`src/mhu_cfg.svh`:
```
`ifndef MHU_CFG_SVH
`define MHU_CFG_SVH

////////////////////////////////////////////////////////////////////////////
// register indices; byte address is four times the index
`define MHU_IDX_DATA 4'h0
`define MHU_IDX_DIVH 4'h1
`define MHU_IDX_LCTL 4'h3
`define MHU_IDX_MCTL 4'h4
`define MHU_IDX_RELAY 4'h5
`define MHU_IDX_LSTATE 4'h6
`define MHU_IDX_SCRATCH 4'h7
`define MHU_IDX_ISTAT 4'h8
`define MHU_IDX_IMASK 4'h9

////////////////////////////////////////////////////////////////////////////
// field positions
`define MHU_DAB_BIT 7
`define MHU_DTR_BIT 0
`define MHU_RTS_BIT 1
`define MHU_AUX1_BIT 2
`define MHU_AUX2_BIT 3
`define MHU_LOOP_BIT 4
`define MHU_LN_CTS 0
`define MHU_LN_DSR 1
`define MHU_LN_RI 2
`define MHU_LN_DCD 3
`define MHU_EV_MSI 0
`define MHU_EV_RX 1
`define MHU_EV_OVR 2

////////////////////////////////////////////////////////////////////////////
// reset values
`define MHU_DIV_RST 16'h0180
`define MHU_BYTE_RST 8'h00

`endif

```
`src/mhu_pkg.sv`:
```
package mhu_pkg;

   // modem line levels, high means asserted
   typedef struct packed {
      logic dcd;
      logic ri;
      logic dsr;
      logic cts;
   } mhu_lines_s;

   // byte handed over by the receive engine
   typedef struct packed {
      logic valid;
      logic [7:0] data;
   } mhu_rx_s;

   // state of the pin synchroniser
   typedef struct packed {
      logic [3:0] s1;
      logic [3:0] s2;
      logic [3:0] s3;
      logic [3:0] stable;
   } mhu_sync_s;

   // state of the register block
   typedef struct packed {
      logic act;
      logic wr;
      logic [3:0] idx;
      logic rdy;
      logic [7:0] rdata;
      logic [7:0] div_lo;
      logic [7:0] div_hi;
      logic [7:0] lctl;
      logic [4:0] mctl;
      logic [2:0] relay;
      logic [7:0] scratch;
      logic [7:0] receive_buffer;
      logic rx_full;
      logic [3:0] snap;
      logic [3:0] flags;
      logic [2:0] istat;
      logic [2:0] imask;
      logic irq;
      logic [3:0] led;
      logic [7:0] tx_byte;
      logic tx_load;
   } mhu_state_s;

endpackage : mhu_pkg

```
`src/mhu_line_sync.sv`:
```
`include "mhu_cfg.svh"

module mhu_line_sync (
   // clock and reset
   input wire logic hclk,
   input wire logic hresetn,
   // pins in, filtered levels out
   input wire mhu_pkg::mhu_lines_s lines_in,
   output mhu_pkg::mhu_lines_s lines_out
);
   import mhu_pkg::*;

   mhu_sync_s s;
   mhu_sync_s next_s;
   logic [3:0] upd;

   ////////////////////////////////////////////////////////////////////////
   // a level counts only once stages two and three agree
   genvar g;
   generate
      for (g = 0; g < 4; g++) begin : g_bit
         assign upd[g] = (s.s2[g] == s.s3[g]) ? s.s3[g] : s.stable[g];
      end
   endgenerate

   // the first stage is read by the second stage only
   always_comb begin
      next_s = s;
      next_s.s1 = lines_in;
      next_s.s2 = s.s1;
      next_s.s3 = s.s2;
      next_s.stable = upd;
   end

   always_ff @(posedge hclk or negedge hresetn) begin
      if (!hresetn) begin
         s <= '0;
      end else begin
         s <= next_s;
      end
   end

   assign lines_out = s.stable;

endmodule : mhu_line_sync

```
`src/mhu_regs.sv`:
```
// Implementation choice: the AHB-Lite register port.
`include "mhu_cfg.svh"

module mhu_regs (
   // clock and reset
   input wire logic hclk,
   input wire logic hresetn,
   // ahb-lite slave
   input wire logic hsel,
   input wire logic [31:0] haddr,
   input wire logic [1:0] htrans,
   input wire logic hwrite,
   input wire logic [2:0] hsize,
   input wire logic [31:0] hwdata,
   input wire logic hready,
   output logic [31:0] hrdata,
   output logic hreadyout,
   output logic hresp,
   // modem line pins
   input wire mhu_pkg::mhu_lines_s line_pins,
   // receive and transmit engine
   input wire mhu_pkg::mhu_rx_s rx_in,
   output logic [7:0] tx_byte,
   output logic tx_load,
   output logic [15:0] divisor,
   // indicators, relays, interrupt
   output logic [3:0] led,
   output logic [2:0] relay,
   output logic irq
);
   import mhu_pkg::*;

   mhu_state_s s;
   mhu_state_s next_s;
   mhu_lines_s pins_sync;
   logic [3:0] cur;
   logic [3:0] chg;
   logic acc;
   logic rd_acc;
   logic rd_msr;
   logic rd_rbr;
   logic dab;
   logic [3:0] aidx;
   logic [7:0] wbyte;
   // reset divisor split into its two bytes
   localparam logic [15:0] div_rst = `MHU_DIV_RST;

   ////////////////////////////////////////////////////////////////////////
   // pin synchroniser
   mhu_line_sync u_sync (
      .hclk(hclk),
      .hresetn(hresetn),
      .lines_in(line_pins),
      .lines_out(pins_sync)
   );

   ////////////////////////////////////////////////////////////////////////
   // current line states, pins or loopback mirror
   assign cur[`MHU_LN_DCD] = s.mctl[`MHU_LOOP_BIT] ?
      s.mctl[`MHU_AUX2_BIT] : pins_sync.dcd;
   assign cur[`MHU_LN_RI] = s.mctl[`MHU_LOOP_BIT] ?
      s.mctl[`MHU_AUX1_BIT] : pins_sync.ri;
   assign cur[`MHU_LN_DSR] = s.mctl[`MHU_LOOP_BIT] ?
      s.mctl[`MHU_DTR_BIT] : pins_sync.dsr;
   assign cur[`MHU_LN_CTS] = s.mctl[`MHU_LOOP_BIT] ?
      s.mctl[`MHU_RTS_BIT] : pins_sync.cts;

   // differences against the snapshot taken at the last status read; ring flags only a fall from the snapshot
   assign chg[`MHU_LN_DCD] = cur[`MHU_LN_DCD] ^ s.snap[`MHU_LN_DCD];
   assign chg[`MHU_LN_RI] = s.snap[`MHU_LN_RI] & ~cur[`MHU_LN_RI];
   assign chg[`MHU_LN_DSR] = cur[`MHU_LN_DSR] ^ s.snap[`MHU_LN_DSR];
   assign chg[`MHU_LN_CTS] = cur[`MHU_LN_CTS] ^ s.snap[`MHU_LN_CTS];

   // address phase decode; only the index bits take part
   assign acc = hsel & hready & htrans[1];
   assign aidx = haddr[5:2];
   assign rd_acc = acc & ~hwrite;
   assign dab = s.lctl[`MHU_DAB_BIT];
   assign rd_msr = rd_acc & (aidx == `MHU_IDX_LSTATE);
   assign rd_rbr = rd_acc & (aidx == `MHU_IDX_DATA) & ~dab;
   assign wbyte = hwdata[7:0];

   ////////////////////////////////////////////////////////////////////////
   // next state: writes first, then events, then the read mux
   always_comb begin
      next_s = s;
      next_s.rdy = 1'b1;
      next_s.tx_load = 1'b0;
      next_s.act = acc;
      next_s.wr = hwrite;
      next_s.idx = aidx;
      // data phase write; hwdata is valid only now
      if (s.act && s.wr) begin
         unique case (s.idx)
            `MHU_IDX_DATA: begin
               if (dab) begin
                  next_s.div_lo = wbyte;
               end else begin
                  next_s.tx_byte = wbyte;
                  next_s.tx_load = 1'b1;
               end
            end
            `MHU_IDX_DIVH: begin
               if (dab) begin
                  next_s.div_hi = wbyte;
               end
            end
            `MHU_IDX_LCTL: next_s.lctl = wbyte;
            `MHU_IDX_MCTL: next_s.mctl = wbyte[4:0];
            `MHU_IDX_RELAY: next_s.relay = wbyte[2:0];
            `MHU_IDX_SCRATCH: next_s.scratch = wbyte;
            `MHU_IDX_ISTAT: next_s.istat = s.istat & ~wbyte[2:0];
            `MHU_IDX_IMASK: next_s.imask = wbyte[2:0];
            default: begin
               // unmapped or read-only: write ignored
            end
         endcase
      end
      // change flags; a status read clears them after reporting
      next_s.flags = s.flags | chg;
      if (rd_msr) begin
         next_s.flags = 4'h0;
         next_s.snap = cur;
      end
      // receive byte; a new byte in the read cycle keeps the buffer full
      if (rd_rbr) begin
         next_s.rx_full = 1'b0;
      end
      if (rx_in.valid) begin
         next_s.receive_buffer = rx_in.data;
         next_s.rx_full = 1'b1;
      end
      // sticky events win over the write-one clear
      if ((|s.flags) || (|chg)) begin
         next_s.istat[`MHU_EV_MSI] = 1'b1;
      end
      if (rx_in.valid) begin
         next_s.istat[`MHU_EV_RX] = 1'b1;
      end
      if (rx_in.valid && s.rx_full && !rd_rbr) begin
         next_s.istat[`MHU_EV_OVR] = 1'b1;
      end
      next_s.irq = |(next_s.istat & next_s.imask);
      next_s.led = cur;
      // read mux sees this cycle's write so back-to-back reads are fresh
      next_s.rdata = 8'h00;
      if (rd_acc) begin
         unique case (aidx)
            `MHU_IDX_DATA: next_s.rdata = dab ? next_s.div_lo : s.receive_buffer;
            `MHU_IDX_DIVH: next_s.rdata = dab ? next_s.div_hi : 8'h00;
            `MHU_IDX_LCTL: next_s.rdata = next_s.lctl;
            `MHU_IDX_MCTL: next_s.rdata = {3'h0, next_s.mctl};
            `MHU_IDX_RELAY: next_s.rdata = {5'h0, next_s.relay};
            `MHU_IDX_LSTATE: next_s.rdata = {cur, s.flags | chg};
            `MHU_IDX_SCRATCH: next_s.rdata = next_s.scratch;
            `MHU_IDX_ISTAT: next_s.rdata = {5'h0, next_s.istat};
            `MHU_IDX_IMASK: next_s.rdata = {5'h0, next_s.imask};
            default: next_s.rdata = 8'h00;
         endcase
      end
   end

   ////////////////////////////////////////////////////////////////////////
   // state register; reset clears the change flags and snapshot
   always_ff @(posedge hclk or negedge hresetn) begin
      if (!hresetn) begin
         s <= '0;
         s.div_lo <= div_rst[7:0];
         s.div_hi <= div_rst[15:8];
         s.scratch <= `MHU_BYTE_RST;
      end else begin
         s <= next_s;
      end
   end

   ////////////////////////////////////////////////////////////////////////
   // outputs, each straight from the state register except hresp, tied low
   assign hrdata = {24'h000000, s.rdata};
   assign hreadyout = s.rdy;
   assign hresp = 1'b0;
   assign tx_byte = s.tx_byte;
   assign tx_load = s.tx_load;
   assign divisor = {s.div_hi, s.div_lo};
   assign led = s.led;
   assign relay = s.relay;
   assign irq = s.irq;

   ////////////////////////////////////////////////////////////////////////
   // checks
   a_msr_layout: assert property (
      @(posedge hclk) disable iff (!hresetn)
      rd_msr |=> (hrdata[7:4] == $past(cur)) && (hrdata[31:8] == 24'h000000))
      else $error("status read shows wrong line states");

   a_change_set: assert property (
      @(posedge hclk) disable iff (!hresetn)
      (cur[`MHU_LN_CTS] != s.snap[`MHU_LN_CTS]) && !rd_msr
      |=> s.flags[`MHU_LN_CTS])
      else $error("clear-to-send change not flagged");

   a_flags_clear: assert property (
      @(posedge hclk) disable iff (!hresetn)
      rd_msr |=> (s.flags == 4'h0) && (s.snap == $past(cur)))
      else $error("status read did not clear change flags");

   a_msi_raise: assert property (
      @(posedge hclk) disable iff (!hresetn)
      (|s.flags) |=> s.istat[`MHU_EV_MSI] && (!s.imask[`MHU_EV_MSI] || irq))
      else $error("change flag did not raise modem interrupt");

   a_loop_ring: assert property (
      @(posedge hclk) disable iff (!hresetn)
      s.mctl[`MHU_LOOP_BIT] |=> led[`MHU_LN_RI] == $past(s.mctl[`MHU_AUX1_BIT]))
      else $error("ring does not mirror first aux bit in loopback");

   a_loop_ready: assert property (
      @(posedge hclk) disable iff (!hresetn)
      s.mctl[`MHU_LOOP_BIT] |=> led[`MHU_LN_DSR] == $past(s.mctl[`MHU_DTR_BIT]))
      else $error("set-ready does not mirror terminal-ready in loopback");

   a_loop_clear: assert property (
      @(posedge hclk) disable iff (!hresetn)
      s.mctl[`MHU_LOOP_BIT] |=> led[`MHU_LN_CTS] == $past(s.mctl[`MHU_RTS_BIT]))
      else $error("clear-to-send does not mirror request bit in loopback");

   a_loop_carrier: assert property (
      @(posedge hclk) disable iff (!hresetn)
      s.mctl[`MHU_LOOP_BIT] |=> led[`MHU_LN_DCD] == $past(s.mctl[`MHU_AUX2_BIT]))
      else $error("carrier does not mirror second aux bit in loopback");

   a_ring_rise: assert property (
      @(posedge hclk) disable iff (!hresetn)
      !s.flags[`MHU_LN_RI] && !s.snap[`MHU_LN_RI] |=> !s.flags[`MHU_LN_RI])
      else $error("ring flag set without a falling edge");

   a_ring_fall: assert property (
      @(posedge hclk) disable iff (!hresetn)
      s.snap[`MHU_LN_RI] && !cur[`MHU_LN_RI] && !rd_msr |=> s.flags[`MHU_LN_RI])
      else $error("ring falling edge not flagged");

   a_div_write: assert property (
      @(posedge hclk) disable iff (!hresetn)
      s.act && s.wr && (s.idx == `MHU_IDX_DIVH) && dab
      |=> divisor[15:8] == $past(hwdata[7:0]))
      else $error("divisor high byte not written");

   a_tx_load: assert property (
      @(posedge hclk) disable iff (!hresetn)
      s.act && s.wr && (s.idx == `MHU_IDX_DATA) && !dab
      |=> tx_load && (tx_byte == $past(hwdata[7:0]))
      ##1 (tx_load == $past(s.act && s.wr && (s.idx == `MHU_IDX_DATA) && !dab)))
      else $error("transmit byte not loaded for one cycle");

   a_ready_change: assert property (
      @(posedge hclk) disable iff (!hresetn)
      (cur[`MHU_LN_DSR] != s.snap[`MHU_LN_DSR]) && !rd_msr
      |=> s.flags[`MHU_LN_DSR])
      else $error("set-ready change not flagged");

   a_carrier_change: assert property (
      @(posedge hclk) disable iff (!hresetn)
      (cur[`MHU_LN_DCD] != s.snap[`MHU_LN_DCD]) && !rd_msr
      |=> s.flags[`MHU_LN_DCD])
      else $error("carrier change not flagged");

   a_flags_sticky: assert property (
      @(posedge hclk) disable iff (!hresetn)
      !rd_msr
      |=> (s.flags & $past(s.flags)) == $past(s.flags))
      else $error("change flag dropped without a status read");

   a_flags_quiet: assert property (
      @(posedge hclk) disable iff (!hresetn)
      !rd_msr && (chg == 4'h0)
      |=> s.flags == $past(s.flags))
      else $error("change flag set without a line change");

   a_pin_ring: assert property (
      @(posedge hclk) disable iff (!hresetn)
      !s.mctl[`MHU_LOOP_BIT]
      |=> led[`MHU_LN_RI] == $past(pins_sync.ri))
      else $error("ring state does not follow its pin");

   a_pin_ready: assert property (
      @(posedge hclk) disable iff (!hresetn)
      !s.mctl[`MHU_LOOP_BIT]
      |=> led[`MHU_LN_DSR] == $past(pins_sync.dsr))
      else $error("set-ready state does not follow its pin");

   a_pin_clear: assert property (
      @(posedge hclk) disable iff (!hresetn)
      !s.mctl[`MHU_LOOP_BIT]
      |=> led[`MHU_LN_CTS] == $past(pins_sync.cts))
      else $error("clear-to-send state does not follow its pin");

   a_pin_carrier: assert property (
      @(posedge hclk) disable iff (!hresetn)
      !s.mctl[`MHU_LOOP_BIT]
      |=> led[`MHU_LN_DCD] == $past(pins_sync.dcd))
      else $error("carrier state does not follow its pin");

   a_scratch_write: assert property (
      @(posedge hclk) disable iff (!hresetn)
      s.act && s.wr && (s.idx == `MHU_IDX_SCRATCH)
      |=> s.scratch == $past(hwdata[7:0]))
      else $error("scratch byte not written");

   a_relay_write: assert property (
      @(posedge hclk) disable iff (!hresetn)
      s.act && s.wr && (s.idx == `MHU_IDX_RELAY)
      |=> relay == $past(hwdata[2:0]))
      else $error("relay outputs not written");

   a_div_low: assert property (
      @(posedge hclk) disable iff (!hresetn)
      s.act && s.wr && (s.idx == `MHU_IDX_DATA) && dab
      |=> (divisor[7:0] == $past(hwdata[7:0])) && !tx_load)
      else $error("divisor low byte not written");

   a_div_guard: assert property (
      @(posedge hclk) disable iff (!hresetn)
      s.act && s.wr && (s.idx == `MHU_IDX_DIVH) && !dab
      |=> $stable(divisor))
      else $error("divisor changed with divisor access off");

   a_rbr_read: assert property (
      @(posedge hclk) disable iff (!hresetn)
      rd_rbr
      |=> hrdata[7:0] == $past(s.receive_buffer))
      else $error("received byte not returned on read");

endmodule : mhu_regs

```
`config.mk`:
```
export PLATFORM = sky130hd
export DESIGN_NAME = mhu_regs
export DESIGN_NICKNAME = d
export VERILOG_FILES = /design/src/mhu_pkg.sv /design/src/mhu_line_sync.sv /design/src/mhu_regs.sv
export VERILOG_INCLUDE_DIRS = /design/src
export SDC_FILE = /design/constraint.sdc
export NUM_CORES = 1
export LEC_CHECK = 0
export BUFFER_PORTS_ARGS = -buffer_cell sky130_fd_sc_hd__clkbuf_2
export CAP_MARGIN = 5
export CORE_MARGIN = 3
export CORE_UTILIZATION = 55
export DETAILED_ROUTE_END_ITERATION = 6
export HOLD_SLACK_MARGIN = 0.06
export MAX_ROUTING_LAYER = met4
export PLACE_DENSITY = 0.91
export SKIP_CTS_REPAIR_TIMING = 1
export SYNTH_ARGS = -nofsm -noshare
export SYNTH_HDL_FRONTEND = slang
export SYNTH_SLANG_ARGS = --single-unit
```
`constraint.sdc`:
```
create_clock -name hclk -period 3.43 [get_ports hclk]
set_input_delay 0.343 -clock hclk [delete_from_list [all_inputs] [get_ports hclk]]
set_output_delay 0.343 -clock hclk [all_outputs]
set_load 0.05 [all_outputs]
```
==> results.txt, run 1 <==
- 0 antenna diodes ended up in the layout.
* Yosys cell types: 56
- Synth Area in Compound Gates: 6.42%
* First element of the critical path: s[87]
- Setup violations remaining at the end of the flow were counted as 0.
* Worst-case clock buffer depth: 2
- Post-synthesis share of cell area spent on full adders, half adders and majority gates: 0.821%
- The worst register-to-register path has a setup slack of 1010 ps.
* Total Power Consumption: 2.72 mW
- Global routing consumed, over all layers together, 21.3% of the routing resources.
- The number of global-route vias before repair is 3001.
- The first global-routing pass estimated 15900 µm of wire.
- Critical setup path kind: register to register
- Number of antenna violations at the first check in global routing: 0
- After detailed routing, the number of remaining DRC violations is 0.
* Achievable clock frequency: 413 MHz
- Mux share of post-synthesis cell area: 14.8%
- For the worst setup path, the data arrival time is 2660 ps.
- The die covers 10000 µm².
- Kind of path behind the tightest hold check: primary input to async pin
- Final core utilization: 62.1%
- After Yosys synthesis, XOR and XNOR cells account for 0.359% of the synthesized area.
- After clock tree synthesis, the clock-pin slew on the worst setup and hold paths is 110 ps.
- Once detail routing completed, the nets flagged for antenna violations numbered 0.
- Final-report max-slew violation count: 0
- Root Buffer Master: clkbuf_8
* Worst-case vdd ir drop: 0.256 mV
- Via count of the routed design: 3024
- Top-Level Pins: 154
- Floorplan die height: 100 µm
* Number of filler cells placed in the layout: 679
* Cts bufs inserted: 9
* Final layout net count: 524
- In the final timing run, aggregate negative setup slack is 0 ps.
* Final critical delay including setup and external delays: 2420 ps
- The final layout contains routed wiring with a total length of 9980 µm.
- Number of placed instances with taps included: 529
- After synthesis, flip-flops and latches occupy 55.5% of the total area.
- After the first detailed-routing iteration, the DRC count stood at 151.
- Synth Flop Type: dfrtp_1
* Main combinational cell family by area after synthesis: multiplexers
- Total of flip-flops plus latches after synthesis: 108
- The library cell used most frequently in the layout, excluding fill and tap cells, is dfrtp_1.
* Async set-or-reset flop fraction in the synthesized netlist: 100%
* Result of the run: finished clean
* Origin of the critical flop-to-flop path: s[87]
- Filler-free cell count of the finished design: 547
* Synth warnings: 0
- Power per cell area: 520 nW/µm²
- Number of hold-slack violations in the final timing report: 0
- Initial core utilization: 57.9%
* Mean area per synthesized cell: 12.3 µm²
- STA classifies the critical path startpoint as a register.
- Clock Latency Late Sink: 380 ps
- Detailed-placement wirelength estimate: 7150 µm
* Area taken by flip-flops and latches: 2710 µm²
- From left edge to right edge, the die measures 100 µm.
* Max H-tree Level: 3
* Summed instance area of the synthesized netlist: 4880 µm²
* # port buffers: 72
- Most frequent cells in the layout: 106 x dfrtp_1, 71 x clkbuf_2, 53 x mux2_2
- Row generation in the floorplan step produced 33 rows.
- Summed over all cells, the static leakage comes to 2.46 nW.
* Worst slew margin: 35.5%
* Setup repair after global routing missed its margin: false
* Footprint of the multi-input gates: 1680 µm²
- Maximum fanout along the worst path: 8
* Clock tree from TritonCTS: yes
* Core outline area: 8420 µm²
- For the final database, setup skew stands at 15.8 ps.
- End of the worst register-to-register path: hrdata[4]
- For this run, the detailed router's first-pass iteration total came to 5.
- Largest net degree at the start of global routing: 62
- The worst setup path is captured at a register.
* Avg WL per Cell: 18.2 µm
* Path depth of the worst reg2reg path: 6
- Compared with the post-synthesis result, the final layout area differs by 7.29%.
* Number of enable-type register cells in the synthesized netlist: 0
- Dividing the final minimum period by the clock period gives 70.7%.
- Clock sink count: 108
- At the end of routability-driven placement, the weighted congestion stood at 0.872.
- The synthesized netlist devotes 10.1% of its cell area to simple gates.
- Of the cells placed in the final design, the portion with a size suffix greater than 1 is 36.0%.
* Via-to-Cell Ratio: 5.53
* Global-route congestion overflow total: 0
- Max-cap violations in this run came to 0.
- At the pin with the least slew margin, the transition time is 960 ps.
- Synthesized instance count: 397
- For the worst setup path, the data required time is 3670 ps.
==> synth_stat cells (all sizes together), types with 3 or more instances <==
cell      n  share of area [%]
a21oi     6               0.62
a222oi    4               0.82
a22oi     3               0.46
a31oi    12                1.5
and2      3               0.38
and3      3               0.38
buf      67                 10
clkbuf    9               0.69
dfrtp   106                 54
inv      12               0.92
maj3      4               0.82
mux2     58                 14
mux2i     6                1.2
nand2    23                1.8
nand2b    8                1.0
nand3     7               0.72
nor2     17                1.3
nor2b     8                1.2
nor3      4               0.51
o21ai     4               0.41
==> kinds of logic after synthesis <==
logic type / Yosys count
AOI/OAI and AO/OA: 43
xor gates and xnor gates: 2
adders and majority gates: 4
buffers and inverters: 88
DFF: 108
muxes: 64
other: 2
and+or+nand+nor: 86
==> power by group <==
| group | internal (mW) | switching, mW |
|---|---|---|
| clock | 0.422 | 0.451 |
| combinational | 0.118 | 0.318 |
| sequential | 1.36 | 0.0482 |
| total | 1.90 | 0.817 |
==> layer usage <==
metal	up-vias	wire, µm	track usage (%)
met5	-	0	-
met1	1517	4240	28.0
met4	0	116	7.25
li1	1365	-	-
met3	15	665	3.54
met2	127	4960	33.7
==> critical path: stages (launching register included) <==
cell and delay [ps]:
dfrtp_1 410, nand4b_4 190, or4b_1 790, mux2_4 400, nor2b_4 130, a311oi_2 260, a31oi_1 120
==> metrics by stage <==
step | worst slack (ps) | hold WS, ps | cell area (µm²)
after CTS | 972 | 43.9 | 5210
final | 1010 | 26.3 | 5230
after detailed placement | 1010 | 335 | 4980
after global placement | 1050 | 332 | 4980
after global routing | 856 | 65.0 | 5230
after floorplan | 1360 | 47.4 | 4970
==> area by class of cell <==
type | instances | area share (%)
clock inverters | 7 | 2.08
inverters | 12 | 0.861
flip-flops and latches | 108 | 51.7
repair buffers | 81 | 8.32
clock buffers | 9 | 2.37
multi-input cells | 225 | 32.1
well taps | 105 | 2.51
==> flip-flops by register name, indices dropped and copies added (netlist names), 3 cells and up <==
name / cells
u_sync.s: 4
u_sync.next_s: 8
hrdata: 8
s: 49
divisor: 16
u_sync.lines_out: 4
relay: 3
tx_byte: 8
led: 4
==> worst max path at each step <==
stage               slack, ps         to  depth (start not counted)
floorplan                1360  hrdata[4]                          7
global placement         1050  hrdata[4]                          6
detailed placement       1010  hrdata[4]                          6
CTS                       970  hrdata[1]                          6
global route              860  hrdata[1]                          6
finish                   1010  hrdata[4]                          6
Note: power is estimated with default switching activity, not from simulation.
==> run 2: changes to the inputs <==
ABC_AREA = 1   (was default)
CORE_UTILIZATION = 52   (was 55)
PLACE_DENSITY = 0.86   (was 0.91)
clock period = 2.3 ns   (was 3.43 ns; I/O delays follow)
==> run 2 against run 1 <==
First-iteration DRC count increased by 67%. Highest routed layer unchanged. Critical path type is now primary input to register. Power increased by 51%. Clock skew decreased by 2.5 ps.
==> results.txt, run 2 <==
* Worst-case vdd ir drop: 0.343 mV (+34%)
- Most common library cells after synthesis: 177 x nand2_1, 106 x dfrtp_1, 68 x inv_1
* Total Power Consumption: 4.11 mW (+51%)
* Slew at the pin closest to its max-slew limit: 639 ps (-321 ps)
- Number of antenna violations at the first check in global routing: 0 (unchanged)
* Largest register FFs: 49 (unchanged)
- The first-pass iteration count of the detailed router came to 5 (unchanged).
- The final instance count without filler cells came to 819 (+50%).
- Number of placed instances with taps included: 793 (+50%)
- Compared with the post-synthesis result, the final layout area differs by 7.93%.
- The final setup violation count is 0 (unchanged).
- The first-pass GRT wire length came to 18700 µm (+18%).
- The number of rows created at floorplan is 36 (+9.1%).
- By startpoint and endpoint, the worst setup path is classified as primary input to register.
- Fin crit share: 84.6%
- The die outline area is 11500 µm² (+15%).
- Summed instance area of the synthesized netlist: 5340 µm² (+9.4%)
- Largest stage delay on the critical path: 550 ps (-240 ps)
- The core footprint was 9860 µm² (+17%).
- Walking the worst path, the cells encountered are dlygate4sd3_1, clkbuf_2, nor2_1, inv_1, nor3_2, nand3_1, nand2_1, nor2_1, nand3_1, nand2_1, inv_1.
* Most flop-heavy register: s
* Synthesized instance count: 629 (+58%)
- Library cell contributing the largest single delay on the critical path: dlygate4sd3_1
- The number of buffers inserted by port buffering was 72 (unchanged).
* Worst-case clock buffer depth: 2 (unchanged)
* Final-report max-slew violation count: 0 (unchanged)
- Clock transition time at the flip-flop clock pins of the worst setup and hold paths: 100 ps (about the same)
- Summed over all instances, the cell type with the most area after synthesis is dfrtp_1.
- The HPWL after detailed placement is 8960 µm (+25%).
* Category of the worst setup path capture point: register
- ANT cells: 0 (unchanged)
* Final weighted congestion in routability-driven placement: 0.916 (+5.0%)
* Floorplan die height: 107 µm (+7.1%)
- The number of flip-flops and latches in the synthesized netlist is 108 (unchanged).
- Worst slew margin: 57.1% (+22 points)
- Sequential cell area fraction in the yosys report: 50.7% (-4.8 points)
* Async set-or-reset flop fraction in the synthesized netlist: 100% (unchanged)
- The most used flip-flop cell after synthesis is dfrtp_1.
- Via-to-Cell Ratio: 4.89 (-12%)
* Commonest non-fill, non-tap cell in the layout: nand2_1
- The largest net degree at the start of global routing was 70 (+13%).
* Root Buffer Master: clkbuf_8
- The maximum level of the CTS H-tree came to 3 (unchanged).
* Final core utilization: 58.4% (-3.7 points)
* Clock tree from TritonCTS: yes
* Avg WL per Cell: 14.4 µm (-21%)
- Maximum fanout along the worst path: 7 (-1)
- Derived from the worst setup path, the maximum achievable clock frequency is 514 MHz.
- Grouping stages by cell kind, the critical path spends the most delay in simple AND/OR/NAND/NOR gates.
- R2R setup slack: 500 ps (-510 ps)
* Clock sink count: 108 (unchanged)
* Initial core utilization: 54.1% (-3.8 points)
* Most frequent cells in the layout: 177 x nand2_1, 106 x dfrtp_1, 71 x clkbuf_2
- Number of enable-type register cells in the synthesized netlist: 0 (unchanged)
- The sum of buffers and inverters on the critical path came to 4 (+4).
- The number of global-route vias before repair is 3750 (+25%).
* CP Data Required Time: 2610 ps (-1060 ps)
- The final wirelength was 11800 µm (+18%).
- Area share of the leading cell type in the synthesized netlist: 49.7% (-4.7 points)
* Final layout net count: 768 (+47%)
- Clock Latency Late Sink: 380 ps (about the same)
- The final count of hold timing violations came to 0 (unchanged).
- Via count of the routed design: 4004 (+32%)
* Total DRC errors in the routed layout: 0 (unchanged)
* Critical Path Source Type: primary input
- In this run the worst hold path is classified as primary input to register.
- Yosys cell types: 31 (-45%)
- Number of filler cells placed in the layout: 914 (+35%)
- Total global-route track usage: 21.7% (+0.38 points)
* Final critical delay including setup and external delays: 1950 ps
- The count of warnings emitted by yosys is 0 (unchanged).
- Global-route congestion overflow total: 0 (unchanged)
* Ratio of cells with drive above 1 in the final layout: 19.0% (-17 points)
- The synthesized area divided by synthesized cell count is 8.48 µm² (-31%).
- Antenna violation net count after detailed routing: 0 (unchanged)
* Layout Skew: 13.3 ps (-2.49 ps)
* Power per cell area: 713 nW/µm² (+37%)
* Setup TNS: 0 ps (unchanged)
- Result of the run: finished clean
- Max-cap check violation count: 0 (unchanged)
* Crit path DAT: 2260 ps (-400 ps)
- Width of the die: 107 µm (+7.1%)
- Cts bufs inserted: 9 (unchanged)
- The number of DRC violations after detailed-routing iteration 0 is 252 (+67%).
- In the post-synthesis netlist, the biggest area contributors are dfrtp_1 50%, nand2_1 12%, buf_4 9.1%.
* Setup repair after global routing missed its margin: false
- The leakage power figure was 3.08 nW (+26%).
- The top-level port count came to 154 (unchanged).
- Among all cell types in the netlist, the one instantiated most often is nand2_1.
[run 2: layout make-up]
type                       count  area, µm²  share of cell area (%)
clock inverter                 7       58.8                    1.02
tap                          133        166                    2.89
timing repair buffer          85        498                    8.65
multi-input combinational    400       1920                    33.3
sequential                   108       2710                    47.0
clock buffer                   9        124                    2.15
inverter                      77        289                    5.02
[run 2: cell families after synthesis]
| family | Yosys count | share of synthesized area, % |
|---|---|---|
| other | 2 | 0.141 |
| muxes | 3 | 0.633 |
| DFF | 108 | 50.7 |
| adders and majority gates | 4 | 0.750 |
| buffers and inverters | 145 | 15.1 |
| and+or+nand+nor | 315 | 26.7 |
| AOI/OAI and AO/OA | 52 | 6.00 |
[run 2: worst paths after layout]
check                                 startpoint          endpoint  depth (start not counted)
worst max-delay path                    haddr[2]         hrdata[1]                         11
worst min-delay path                    rx_in[6]             s[35]                          3
worst max register to register               dab         hrdata[1]                          8
worst min register to register  u_sync.next_s[8]  u_sync.next_s[4]                          0
max in group asynchronous                hresetn             s[15]                          3
min in group asynchronous                hresetn        divisor[5]                          2
[run 2: power by group]
group          switching (mW)  leakage (nW)  total [mW]  internal (mW)
registers              0.0914          1.27        2.16           2.07
logic                   0.635          1.72       0.847          0.212
clock network           0.688        0.0974        1.10          0.414
total                    1.41          3.08        4.11           2.69
[run 2: worst register-to-register path, stage by stage, from the launching register on]
cell     delay (ps)
dfrtp_1         500
inv_2           120
nor3_2          500
nand3_1         240
nand2_1         110
nor2_1           40
nand3_1          80
nand2_1          60
inv_1            80
[run 2: through the flow]
step | hold slack [ps] | setup slack (ps) | cell area (µm²)
floorplan | -65.6 | 837 | 5430
global placement | 232 | 548 | 5480
detailed placement | 239 | 508 | 5480
CTS | -177 | 531 | 5660
global route | 60.3 | 232 | 5760
finish | 52.9 | 354 | 5760
[run 2: layer usage]
| layer | vias up | global-route usage (%) | part of all wire, % |
|---|---|---|---|
| met1 | 1888 | 29.5 | 45 |
| met2 | 128 | 33.6 | 48 |
| li1 | 1975 | - | - |
| met5 | - | - | 0 |
| met3 | 13 | 3.84 | 6.1 |
| met4 | 0 | 6.21 | 1.1 |
